### config.mk
export PLATFORM = sky130hd
export DESIGN_NAME = ssp_spi_port
export DESIGN_NICKNAME = d
export VERILOG_FILES = /design/src/rtl/ssp_spi_port.v
export VERILOG_INCLUDE_DIRS = /design/src /design/src/rtl
export SDC_FILE = /design/constraint.sdc
export NUM_CORES = 1
export LEC_CHECK = 0
export ABC_AREA = 1
export BUFFER_PORTS_ARGS = -buffer_cell sky130_fd_sc_hd__buf_2
export CORE_ASPECT_RATIO = 1.75
export CORE_UTILIZATION = 50
export DETAILED_ROUTE_END_ITERATION = 10
export GPL_TIMING_DRIVEN = 1
export PLACE_DENSITY = 0.76
export SYNTH_ARGS = -nofsm -noshare
export SYNTH_HDL_FRONTEND = slang
export SYNTH_SLANG_ARGS = --single-unit
export TNS_END_PERCENT = 30
### constraint.sdc
create_clock -name aclk -period 1.9 [get_ports aclk]
set_input_delay 0 -clock aclk [delete_from_list [all_inputs] [get_ports aclk]]
set_output_delay 0 -clock aclk [all_outputs]
set_load 0.02 [all_outputs]
### src/rtl/ssp_defines.vh
// ssp_defines.vh: register offsets, field positions, reset values and timing counts
// assumes inclusion by ssp_spi_port.v only
`ifndef SSP_DEFINES_VH
`define SSP_DEFINES_VH

// register indexes; the byte address is four times the index
`define SSP_IDX_INTCTL     8'h0b
`define SSP_IDX_PIRF       8'h0c
`define SSP_IDX_BUF        8'h13
`define SSP_IDX_CTL        8'h14
`define SSP_IDX_PORT_A_DIRECTION      8'h85
`define SSP_IDX_PORT_C_DIRECTION      8'h87
`define SSP_IDX_PIEN       8'h8c
`define SSP_IDX_STAT       8'h94
`define SSP_IDX_EVT        8'h98
`define SSP_IDX_EVTMASK    8'h99
`define SSP_IDX_BUSCOND    8'h9a

// control register fields
`define SSP_CTL_WCOL       7
`define SSP_CTL_OVF        6
`define SSP_CTL_EN         5
`define SSP_CTL_CKP        4

// status register fields
`define SSP_ST_SMP         7
`define SSP_ST_CKE         6
`define SSP_ST_DA          5
`define SSP_ST_STOP        4
`define SSP_ST_START       3
`define SSP_ST_BF          0

// interrupt flag / enable positions
`define SSP_PIR_SERIAL     3
`define SSP_PIR_MASK       8'h4f

// reset values
`define SSP_RST_CTL        8'h00
`define SSP_RST_STAT       8'h00
`define SSP_RST_PORT_A_DIRECTION      8'h3f
`define SSP_RST_PORT_C_DIRECTION      8'hff
`define SSP_RST_PIR        8'h00
`define SSP_RST_INTCTL     8'h00
`define SSP_PORT_A_DIRECTION_MASK     8'h3f

// master clock divider base: core cycles per instruction clock, the fosc/4 sck period
`define SSP_DIV_BASE       8'd4

`endif

### src/rtl/ssp_spi_port.v
// ssp_spi_port.v: synchronous serial port in spi mode with axi4-lite register access
// assumes an external spi peer on sck/sdi/sdo/ss pins, asynchronous to aclk
//
// Operation
// RULE1 - data-or-address flag reports last byte kind
// RULE2 - stop flag set on stop, zero after reset
// RULE3 - disabling the port clears stop flag
// RULE4 - start condition clears stop flag
// RULE5 - disable or stop clears start flag
// RULE6 - unimplemented bits read as zero
// RULE7 - buffer undefined on power-on, kept otherwise
// RULE8 - eight bits out and in per transfer
// RULE9 - pins serve the port only while enabled
// RULE10 - software disables, rewrites control, then enables
// RULE11 - sample phase and edge select timing; master modes ignore the edge select bit, only slave modes use it
`timescale 1ns/1ps
`include "ssp_defines.vh"

module ssp_spi_port (
  // clock and reset
  input  wire        aclk,
  input  wire        aresetn,
  input  wire        por_resetn,
  // axi4-lite write
  input  wire [31:0] s_axi_awaddr,
  input  wire        s_axi_awvalid,
  output wire        s_axi_awready,
  input  wire [31:0] s_axi_wdata,
  input  wire [3:0]  s_axi_wstrb,
  input  wire        s_axi_wvalid,
  output wire        s_axi_wready,
  output reg  [1:0]  s_axi_bresp,
  output reg         s_axi_bvalid,
  input  wire        s_axi_bready,
  // axi4-lite read
  input  wire [31:0] s_axi_araddr,
  input  wire        s_axi_arvalid,
  output wire        s_axi_arready,
  output reg  [31:0] s_axi_rdata,
  output reg  [1:0]  s_axi_rresp,
  output reg         s_axi_rvalid,
  input  wire        s_axi_rready,
  // serial pins
  input  wire        sck_i,
  output reg         sck_o,
  output wire        sck_oe,
  input  wire        serial_in_pin,
  output reg         serial_out_pin,
  output wire        serial_out_oe,
  input  wire        ss_n,
  // bus condition events from the shared bus detector
  input  wire        start_seen,
  input  wire        stop_seen,
  // interrupt
  output wire        irq
);

  ////////////////////////////////////////////////////////////////////////////
  // pin synchronisers
  reg  [1:0] sck_sync_reg;
  reg  [1:0] sdi_sync_reg;
  reg  [1:0] ss_sync_reg;
  reg        sck_prev_reg;
  always @(posedge aclk) begin
    if (!aresetn) begin
      sck_sync_reg <= 2'h0;
      sdi_sync_reg <= 2'h0;
      ss_sync_reg  <= 2'h3;
      sck_prev_reg <= 1'b0;
    end else begin
      sck_sync_reg <= {sck_sync_reg[0], sck_i};
      sdi_sync_reg <= {sdi_sync_reg[0], serial_in_pin};
      ss_sync_reg  <= {ss_sync_reg[0], ss_n};
      sck_prev_reg <= sck_sync_reg[1];
    end
  end
  wire sck_s = sck_sync_reg[1];
  wire sdi_s = sdi_sync_reg[1];
  wire ss_s  = ss_sync_reg[1];

  ////////////////////////////////////////////////////////////////////////////
  // registers
  reg  [7:0] ctl_reg;
  reg  [1:0] stat_cfg_reg;
  reg        da_reg;
  reg        stop_reg;
  reg        start_reg;
  reg        bf_reg;
  reg  [7:0] buf_reg;
  reg  [7:0] shift_reg;
  reg  [7:0] port_a_direction_reg;
  reg  [7:0] port_c_direction_reg;
  reg  [7:0] pir_reg;
  reg  [7:0] pie_reg;
  reg  [7:0] intctl_reg;
  reg  [2:0] evt_reg;
  reg  [2:0] evtmask_reg;

  wire       en      = ctl_reg[`SSP_CTL_EN];
  wire       clock_idle_polarity     = ctl_reg[`SSP_CTL_CKP];
  wire [3:0] mode    = ctl_reg[3:0];
  wire       master  = (mode < 4'h4);
  wire       slave   = (mode == 4'h4) || (mode == 4'h5);
  wire       ss_used = (mode == 4'h4);
  wire       sample_phase_bit     = stat_cfg_reg[1];
  wire       cke     = stat_cfg_reg[0];

  ////////////////////////////////////////////////////////////////////////////
  // axi4-lite slave
  reg  [7:0] awaddr_reg;
  reg        aw_have_reg;
  reg  [7:0] wdata_reg;
  reg        w_have_reg;
  wire       wr_fire = aw_have_reg && w_have_reg && !s_axi_bvalid;
  wire       rd_fire = s_axi_arvalid && !s_axi_rvalid;
  wire [7:0] rd_idx  = s_axi_araddr[9:2];
  assign s_axi_awready = !aw_have_reg && !s_axi_bvalid;
  assign s_axi_wready  = !w_have_reg && !s_axi_bvalid;
  assign s_axi_arready = !s_axi_rvalid;

  function mapped;
    input [7:0] idx;
    begin
      case (idx)
        `SSP_IDX_INTCTL, `SSP_IDX_PIRF, `SSP_IDX_BUF, `SSP_IDX_CTL,
        `SSP_IDX_PORT_A_DIRECTION, `SSP_IDX_PORT_C_DIRECTION, `SSP_IDX_PIEN, `SSP_IDX_STAT,
        `SSP_IDX_EVT, `SSP_IDX_EVTMASK, `SSP_IDX_BUSCOND: mapped = 1'b1;
        default: mapped = 1'b0;
      endcase
    end
  endfunction

  wire       wr_ctl   = wr_fire && awaddr_reg == `SSP_IDX_CTL;
  wire       wr_stat  = wr_fire && awaddr_reg == `SSP_IDX_STAT;
  wire       wr_buf   = wr_fire && awaddr_reg == `SSP_IDX_BUF;
  wire       rd_buf   = rd_fire && rd_idx == `SSP_IDX_BUF;
  wire       wr_evt   = wr_fire && awaddr_reg == `SSP_IDX_EVT;
  wire       wr_pir   = wr_fire && awaddr_reg == `SSP_IDX_PIRF;

  reg  [7:0] rd_val;
  always @* begin
    rd_val = 8'h00;
    case (rd_idx)
      `SSP_IDX_INTCTL:  rd_val = intctl_reg;
      `SSP_IDX_PIRF:    rd_val = pir_reg & `SSP_PIR_MASK; // RULE6
      `SSP_IDX_PIEN:    rd_val = pie_reg & `SSP_PIR_MASK; // RULE6
      `SSP_IDX_BUF:     rd_val = buf_reg;
      `SSP_IDX_CTL:     rd_val = ctl_reg;
      `SSP_IDX_PORT_A_DIRECTION:   rd_val = port_a_direction_reg & `SSP_PORT_A_DIRECTION_MASK; // RULE6
      `SSP_IDX_PORT_C_DIRECTION:   rd_val = port_c_direction_reg;
      `SSP_IDX_STAT:    rd_val = {stat_cfg_reg, da_reg, stop_reg, start_reg, 2'h0, bf_reg}; // RULE6
      `SSP_IDX_EVT:     rd_val = {5'h00, evt_reg};
      `SSP_IDX_EVTMASK: rd_val = {5'h00, evtmask_reg};
      `SSP_IDX_BUSCOND: rd_val = {6'h00, stop_reg, start_reg};
      default:          rd_val = 8'h00;
    endcase
  end

  always @(posedge aclk) begin
    if (!aresetn) begin
      aw_have_reg  <= 1'b0;
      w_have_reg   <= 1'b0;
      awaddr_reg   <= 8'h00;
      wdata_reg    <= 8'h00;
      s_axi_bvalid <= 1'b0;
      s_axi_bresp  <= 2'h0;
      s_axi_rvalid <= 1'b0;
      s_axi_rresp  <= 2'h0;
      s_axi_rdata  <= 32'h00000000;
    end else begin
      if (s_axi_awvalid && s_axi_awready) begin
        aw_have_reg <= 1'b1;
        awaddr_reg  <= s_axi_awaddr[9:2];
      end
      if (s_axi_wvalid && s_axi_wready) begin
        w_have_reg <= 1'b1;
        wdata_reg  <= s_axi_wstrb[0] ? s_axi_wdata[7:0] : 8'h00;
      end
      if (wr_fire) begin
        aw_have_reg  <= 1'b0;
        w_have_reg   <= 1'b0;
        s_axi_bvalid <= 1'b1;
        s_axi_bresp  <= mapped(awaddr_reg) ? 2'h0 : 2'h2;
      end else if (s_axi_bvalid && s_axi_bready) begin
        s_axi_bvalid <= 1'b0;
      end
      if (rd_fire) begin
        s_axi_rvalid <= 1'b1;
        s_axi_rdata  <= {24'h000000, rd_val};
        s_axi_rresp  <= mapped(rd_idx) ? 2'h0 : 2'h2;
      end else if (s_axi_rvalid && s_axi_rready) begin
        s_axi_rvalid <= 1'b0;
      end
    end
  end

  ////////////////////////////////////////////////////////////////////////////
  // master clock divider: fosc/4, /16, /64 in core cycles
  reg  [7:0] div_cnt_reg;
  wire [7:0] div_lim = (mode == 4'h0) ? `SSP_DIV_BASE :
                       (mode == 4'h1) ? (`SSP_DIV_BASE << 2) : (`SSP_DIV_BASE << 4);
  wire       half_tick = (div_cnt_reg == ((div_lim >> 1) - 8'd1));

  ////////////////////////////////////////////////////////////////////////////
  // shift engine
  localparam ST_IDLE = 2'h0;
  localparam ST_LEAD = 2'h1;
  localparam ST_TRAIL = 2'h2;
  reg  [1:0] state_reg;
  reg  [3:0] bit_cnt_reg;
  reg        sdi_hold_reg;
  reg  [1:0] lead_dly_reg;
  wire       sck_rise  = sck_s && !sck_prev_reg;
  wire       sck_fall  = !sck_s && sck_prev_reg;
  // transmit edge: rising when edge select and idle polarity differ
  wire       tx_on_rise = cke ^ clock_idle_polarity; // RULE11
  wire       slv_tx    = tx_on_rise ? sck_rise : sck_fall; // RULE11
  wire       slv_rx    = tx_on_rise ? sck_fall : sck_rise; // RULE11
  wire       slv_ok    = slave && (!ss_used || !ss_s);
  wire       lead_tick = en && master && state_reg == ST_LEAD && half_tick;
  // pin value at the leading edge reaches sdi_s two cycles later
  wire       mid_bit   = lead_dly_reg[1] ? sdi_s : sdi_hold_reg; // RULE11
  wire       rx_bit    = sample_phase_bit ? sdi_s : mid_bit; // RULE11

  always @(posedge aclk) begin
    if (!aresetn) begin
      lead_dly_reg <= 2'h0;
    end else begin
      lead_dly_reg <= {lead_dly_reg[0], lead_tick};
    end
  end

  always @(posedge aclk) begin
    if (!aresetn) begin
      state_reg      <= ST_IDLE;
      bit_cnt_reg    <= 4'h0;
      div_cnt_reg    <= 8'h00;
      sck_o          <= 1'b0;
      serial_out_pin <= 1'b0;
      shift_reg      <= 8'h00;
      sdi_hold_reg   <= 1'b0;
    end else if (!en) begin
      state_reg   <= ST_IDLE;
      bit_cnt_reg <= 4'h0;
      sck_o       <= clock_idle_polarity;
    end else if (master) begin
      if (state_reg == ST_IDLE) begin
        sck_o <= clock_idle_polarity;
        if (wr_buf) begin
          shift_reg      <= wdata_reg;
          serial_out_pin <= wdata_reg[7];
          bit_cnt_reg    <= 4'h0;
          div_cnt_reg    <= 8'h00;
          state_reg      <= ST_LEAD;
        end
      end else begin
        div_cnt_reg <= half_tick ? 8'h00 : div_cnt_reg + 8'h01;
        // middle sampling: pin as it stood at the leading edge
        if (lead_dly_reg[1] && !sample_phase_bit) sdi_hold_reg <= sdi_s; // RULE11
        if (half_tick) begin
          sck_o <= ~sck_o;
          if (state_reg == ST_LEAD) begin
            state_reg <= ST_TRAIL;
          end else begin
            // end sampling at second edge; shift eight bits
            shift_reg   <= {shift_reg[6:0], rx_bit}; // RULE8
            serial_out_pin <= shift_reg[6];
            bit_cnt_reg <= bit_cnt_reg + 4'h1;
            state_reg   <= (bit_cnt_reg == 4'h7) ? ST_IDLE : ST_LEAD; // RULE8
          end
        end
      end
    end else if (slv_ok) begin
      if (wr_buf) begin
        shift_reg      <= wdata_reg;
        serial_out_pin <= wdata_reg[7];
        bit_cnt_reg    <= 4'h0;
      end else if (slv_rx) begin
        shift_reg   <= {shift_reg[6:0], sdi_s}; // RULE8
        bit_cnt_reg <= (bit_cnt_reg == 4'h7) ? 4'h0 : bit_cnt_reg + 4'h1;
      end else if (slv_tx) begin
        serial_out_pin <= shift_reg[7];
      end
    end
  end

  wire byte_done = en && ((master && state_reg == ST_TRAIL && half_tick && bit_cnt_reg == 4'h7) ||
                          (!master && slv_ok && !wr_buf && slv_rx && bit_cnt_reg == 4'h7));

  // pins serve the port only while enabled and direction bits agree
  assign sck_oe        = en && master && !port_c_direction_reg[3]; // RULE9
  assign serial_out_oe = en && !port_c_direction_reg[5] && (master || !ss_used || !ss_s); // RULE9

  ////////////////////////////////////////////////////////////////////////////
  // buffer, kept across ordinary resets, cleared only at power-on
  always @(posedge aclk) begin
    if (!por_resetn) begin
      buf_reg <= 8'h00; // RULE7
    end else if (byte_done) begin
      buf_reg <= {shift_reg[6:0], master ? rx_bit : sdi_s};
    end else if (wr_buf) begin
      buf_reg <= wdata_reg;
    end
  end

  ////////////////////////////////////////////////////////////////////////////
  // control, status and interrupt registers
  wire wcol_evt = wr_buf && en && master && state_reg != ST_IDLE;
  wire ovf_evt  = byte_done && bf_reg && !master;
  always @(posedge aclk) begin
    if (!aresetn) begin
      ctl_reg      <= `SSP_RST_CTL;
      stat_cfg_reg <= 2'h0;
      da_reg       <= 1'b0;
      stop_reg     <= 1'b0;
      start_reg    <= 1'b0;
      bf_reg       <= 1'b0;
      port_a_direction_reg    <= `SSP_RST_PORT_A_DIRECTION;
      port_c_direction_reg    <= `SSP_RST_PORT_C_DIRECTION;
      pir_reg      <= `SSP_RST_PIR;
      pie_reg      <= 8'h00;
      intctl_reg   <= `SSP_RST_INTCTL;
      evt_reg      <= 3'h0;
      evtmask_reg  <= 3'h0;
    end else begin
      if (wr_ctl) ctl_reg <= wdata_reg;
      if (wcol_evt) ctl_reg[`SSP_CTL_WCOL] <= 1'b1;
      if (ovf_evt) ctl_reg[`SSP_CTL_OVF] <= 1'b1;
      if (wr_stat) stat_cfg_reg <= wdata_reg[7:6];
      if (slave) stat_cfg_reg[1] <= 1'b0; // RULE11
      // every spi byte is data, never address
      if (byte_done) da_reg <= 1'b1; // RULE1
      if (!en) begin
        stop_reg  <= 1'b0; // RULE3
        start_reg <= 1'b0; // RULE5
      end else if (stop_seen) begin
        stop_reg  <= 1'b1; // RULE2
        start_reg <= 1'b0; // RULE5
      end else if (start_seen) begin
        start_reg <= 1'b1;
        stop_reg  <= 1'b0; // RULE4
      end
      if (byte_done) bf_reg <= 1'b1;
      else if (rd_buf) bf_reg <= 1'b0;
      if (wr_fire && awaddr_reg == `SSP_IDX_PORT_A_DIRECTION) port_a_direction_reg <= wdata_reg & `SSP_PORT_A_DIRECTION_MASK;
      if (wr_fire && awaddr_reg == `SSP_IDX_PORT_C_DIRECTION) port_c_direction_reg <= wdata_reg;
      if (wr_fire && awaddr_reg == `SSP_IDX_PIEN) pie_reg <= wdata_reg & `SSP_PIR_MASK;
      if (wr_fire && awaddr_reg == `SSP_IDX_INTCTL) intctl_reg <= wdata_reg;
      if (wr_fire && awaddr_reg == `SSP_IDX_EVTMASK) evtmask_reg <= wdata_reg[2:0];
      // set wins over clear
      if (wr_pir) pir_reg <= wdata_reg & `SSP_PIR_MASK;
      if (byte_done) pir_reg[`SSP_PIR_SERIAL] <= 1'b1;
      evt_reg <= (evt_reg & ~(wr_evt ? wdata_reg[2:0] : 3'h0)) |
                 {wcol_evt, ovf_evt, byte_done};
    end
  end

  assign irq = |(evt_reg & evtmask_reg) ||
               (pir_reg[`SSP_PIR_SERIAL] && pie_reg[`SSP_PIR_SERIAL]);

endmodule

### Word level (Yosys, flattened, before mapping)

Cells that the tools add are included.

* output and inout port bits: 46
* logic and storage cells: 250
* input bits: 113
* register bits: 126

* reduce and logical (&&, ||, !) cells: 92
* equal/unequal tests: 36
* bitwise gates (word level): 9
* magnitude comparators: 1
* add/sub/neg operators: 3
* muxes and demuxes: 70

Operators by type and width (number)
* equality test 8 bit, second input constant: 14
* 2-to-1 mux 8 bit: 14
* case mux 8 bit (11 select lines): 1
* logical AND 1 bit: 44
* 2-to-1 mux 4 bit: 10
* 2-to-1 mux 1 bit: 36
* equality test 8 x 4 -> 1 bit, second input constant: 4
* equality test 8 x 5 -> 1 bit, second input constant: 4
* nonzero test 2 bit: 11
* OR reduction 11 bit: 2
* 2-to-1 mux 7 bit: 2
* zero test 1 bit: 13
* equality test 4 x 3 -> 1 bit, second input constant: 3
* 2-to-1 mux 2 bit: 6
* != test 3 bit, second input constant: 3
* adder 8 x 1 -> 8 bit, second input constant: 1
* equality test 8 bit: 1
* AND reduction 7 bit: 1
* subtractor 6 x 1 -> 7 bit, second input constant: 1
* AND 3 bit: 2
* logical OR 1 bit: 6
* != test 3 x 1 -> 1 bit, second input constant: 2
* AND reduction 3 bit: 2
* AND reduction 6 bit: 1
* other kinds (20): 27

### Depth between registers and ports, before layout

* depth in word-level cells: 13
* depth in mapped cells: 13

### Worst setup path after synthesis

Ideal clock, no wire load.

* path kind: reg2reg
* start point: register s_axi_bvalid
* end point: register wdata_reg[3]
* buffers on the path: 1
* setup slack: 0.352 ns
* data arrival time: 1.414 ns
* required time: 1.766 ns
* clock period less this slack: 1.548 ns
* stages on the path, launching flop included: 6
* path through: dfxtp_1 -> nor2_1 -> nand2_1 -> clkbuf_1 -> a21oi_1 -> a211oi_1

* longest elaborated chain between the ends: 3

RTL lines
* from (decl): line ssp_spi_port.v:33 `output reg s_axi_bvalid,`
* from (signal assigned): line ssp_spi_port.v:165 `s_axi_bvalid <= 1'b0;`
* from (signal assigned): line ssp_spi_port.v:182 `s_axi_bvalid <= 1'b1;`
* from (signal assigned): line ssp_spi_port.v:185 `s_axi_bvalid <= 1'b0;`
* zero test 1 bit: line ssp_spi_port.v:118 `assign s_axi_wready = !w_have_reg && !s_axi_bvalid;`
* logical AND 1 bit: line ssp_spi_port.v:118
* net s_axi_wready: line ssp_spi_port.v:31 `output wire s_axi_wready,`
* logical AND 1 bit: line ssp_spi_port.v:175 `if (s_axi_wvalid && s_axi_wready) begin`
* to (signal assigned): line ssp_spi_port.v:177 `wdata_reg <= s_axi_wstrb[0] ? s_axi_wdata[7:0] : 8'h00;`
* to (decl): line ssp_spi_port.v:112 `reg [7:0] wdata_reg;`

The timed path passes the listed nets, and every way through them passes these cells.
A chain may end at the register's enable or synchronous reset.

### Final worst setup path

* start point: register ctl_reg[3]
* end point: output port sck_oe

* longest elaborated chain between the ends: 3

RTL lines
* from (decl): line ssp_spi_port.v:83 `reg [7:0] ctl_reg;`
* from (signal assigned): line ssp_spi_port.v:312 `` ctl_reg <= `SSP_RST_CTL; ``
* from (signal assigned): line ssp_spi_port.v:326 `if (wr_ctl) ctl_reg <= wdata_reg;`
* < comparator 4 x 3 -> 1 bit: line ssp_spi_port.v:102 `wire master = (mode < 4'h4);`
* logical AND 1 bit (2 in series): line ssp_spi_port.v:291 `assign sck_oe = en && master && !port_c_direction_reg[3];`
* to (decl): line ssp_spi_port.v:46 `output wire sck_oe,`

No other way between the ends.

==> run summary <==
DIE AREA: 13,000 um2
WHS: 0.0530 ns
Pwr Total: 7.05 mW
DRT Pass-1 Iters: 6
post-synthesis register bit count: 124
Port Buf Inserts: 57
post-synthesis sequential area ratio: 39.7%
die width: 86.6 um
vias in the first global route: 5,871
non-filler instance count after layout: 1,197
Crit. Startpoint: ctl_reg[3]$_SDFFE_PN0P_
nets@finish: 1,134
Vias/cell: 5.26
Tot GR Track Use: 28.0%
Final Max Tran Viols: 0
Hold Startpoint: s_axi_arvalid
Crit Path Category: reg -> out
GP Congestion: 0.909
clock sinks: 124
cell with the most instances after synthesis: nand2_1
TritonCTS Buffers: 17
number of synthesized flops with an enable pin: 0
crit share post-route: 94.4%
routed len/inst: 14.4 um
CP bufs+invs: 4
Worst path slowest cell: dfxtp_1
final setup vio count: 0
core area: 12,100 um2
Synth Cell Area: 6260 um2
dominant synthesized flop cell: dfxtp_1
share of cells above drive strength 1: 14.7%
first-pass GRT wire length: 28.0 mm
post-synthesis async set-or-reset flop share: 0%
fillcell total: 1,110
Area Overhead vs Synth: 23.5%
top cells by area, synth: dfxtp_1, nand2_1, a21oi_1
Post-Route WL: 17.3 mm
Placed Cells: 1,137
Die Y: 150 um
initial antenna violation count: 0
Worst-path clk slew: 0.06 ns
CTS Root Cell: clkbuf_16
total congestion overflow: 0
RSZ-0062 raised after global routing: true
status: completed
Final Hold Vio Count: 0
row cnt: 53
Clock Path Buffers: 2
Skew-Pair Late Insertion Delay: 0.42 ns
Synth top area share: 39.7%
Required @ worst endpoint: 1.90 ns
H-tree Lvls: 4
type of the tightest min-delay check: in -> reg
max-cap violations: 0
Crit. End Element: output pin
Final ANT Viol Nets: 0
actual slew at the worst max-slew pin: 0.575 ns
residual DRC count: 0
worst vdd ir: 0.695 mV
# diodes: 0
min Tclk post-route: 1.79 ns
starting density of the core: 51.6%
largest net degree at the start of global routing: 43
count of different cell masters after synthesis: 42
CTS tree: done
Max FO, Critical Path: 12
crit-path cells: nor2_4 -> inv_2 -> nor2_2 -> buf_4 -> inv_1 -> nor2_1 -> buf_2
Final Cell Area: 7730 um2
Max-slew headroom: 61.6%
post-CTS setup buffer count: 0
DP Area: 6710 um2
reg2reg setup slack: 0.11 ns
DP HPWL: 12.3 mm
R2R Path Start: ctl_reg[2]$_SDFFE_PN0P_
PD cells: 911 nW/um2
I/O Pins: 159
leak pwr: 3.52 nW
most instantiated cells after synthesis: nand2_1, dfxtp_1, inv_1
vias: 6,296
1st-iter DRT viols: 430
CP Launch Type: flop
Max Clock Freq: 557 MHz
Clock Skew: 0.00537 ns
syn_area_per_cell: 6.81 um2
area leader, netlist: dfxtp_1
Ys Warns: 0
delay-heaviest family, CP: buffers and inverters
Worst Path Arrival: 1.79 ns
crit-path max cell delay: 0.36 ns
Mapped Cells: 919
## metal layers
metal | vias to the layer above | routed length [um] | track usage (%) | part of all wire (%)
li1 | 3159 | - | - | -
met1 | 2898 | 6700 | 30.6 | 39
met2 | 197 | 9200 | 51.3 | 53
met3 | 42 | 761 | 4.52 | 4.4
met4 | 0 | 602 | 14.0 | 3.5
met5 | - | 0 | 0 | 0
## placed cells by master, fill, tap and decap left out, drive strengths merged, types with 18 or more instances in the layout
cell type	count
o21ai	69
nand3	72
inv	105
clkbuf	18
dfxtp	124
nor2	95
buf	83
nand2	237
conb	26
o211ai	21
a21oi	80
dlygate4sd3	28
## stage by stage
step / utilization, % / setup TNS [ns] / setup slack, ns
6_report: 63.7 / 0 / 0.105
4_1_cts: 63.4 / 0 / 0.0697
3_3_place_gp: 55.3 / 0 / 0.139
5_1_grt: 63.7 / -0.120 / -0.0652
2_1_floorplan: - / 0 / 0.352
3_5_place_dp: 55.3 / 0 / 0.139
## worst paths after layout
check,to,depth (start not counted)
max,sck_oe,7
min,s_axi_rdata[0]$_SDFFE_PN0P_,5
max reg2reg,shift_reg[0]$_SDFFE_PN0P_,11
min reg2reg,ss_sync_reg[1]$_SDFF_PN1_,1
## kinds of logic after synthesis
| kind of cell | Yosys count | synth area share (%) |
|---|---|---|
| compound gates | 185 | 16.5 |
| buf+inv | 164 | 12.0 |
| simple gates | 440 | 31.0 |
| other cells | 1 | 0.0599 |
| flops | 124 | 39.7 |
| fa+ha+maj | 2 | 0.400 |
| xor+xnor | 3 | 0.420 |
## tightest hold or removal path, delay by kind of cell
family / cells / cell delay (ns)
AND/OR/NAND/NOR: 2 / 0.12
buffers and inverters: 2 / 0.24
AO/OA/AOI/OAI: 1 / 0.05
## power by group
part	internal, mW	switching, mW
logic	0.158	0.327
clock network	2.63	1.22
registers	2.65	0.0514
total	5.44	1.60
## area by class of cell
type	instances	area, um2	share of cell area, %
inverters	109	410	5.31
clock buffers	18	439	5.68
multi-input cells	656	3150	40.8
clock inverters	14	267	3.45
well taps	165	206	2.67
flip-flops and latches	124	2480	32.1
repair buffers	111	773	10.0
## repair_timing
action,CTS,global route
hold endpoints to repair,33,0
resized for setup,0,8
hold buffers,28,0
endpoints found under the setup margin,0,24
(Power assumes the default switching activity.)
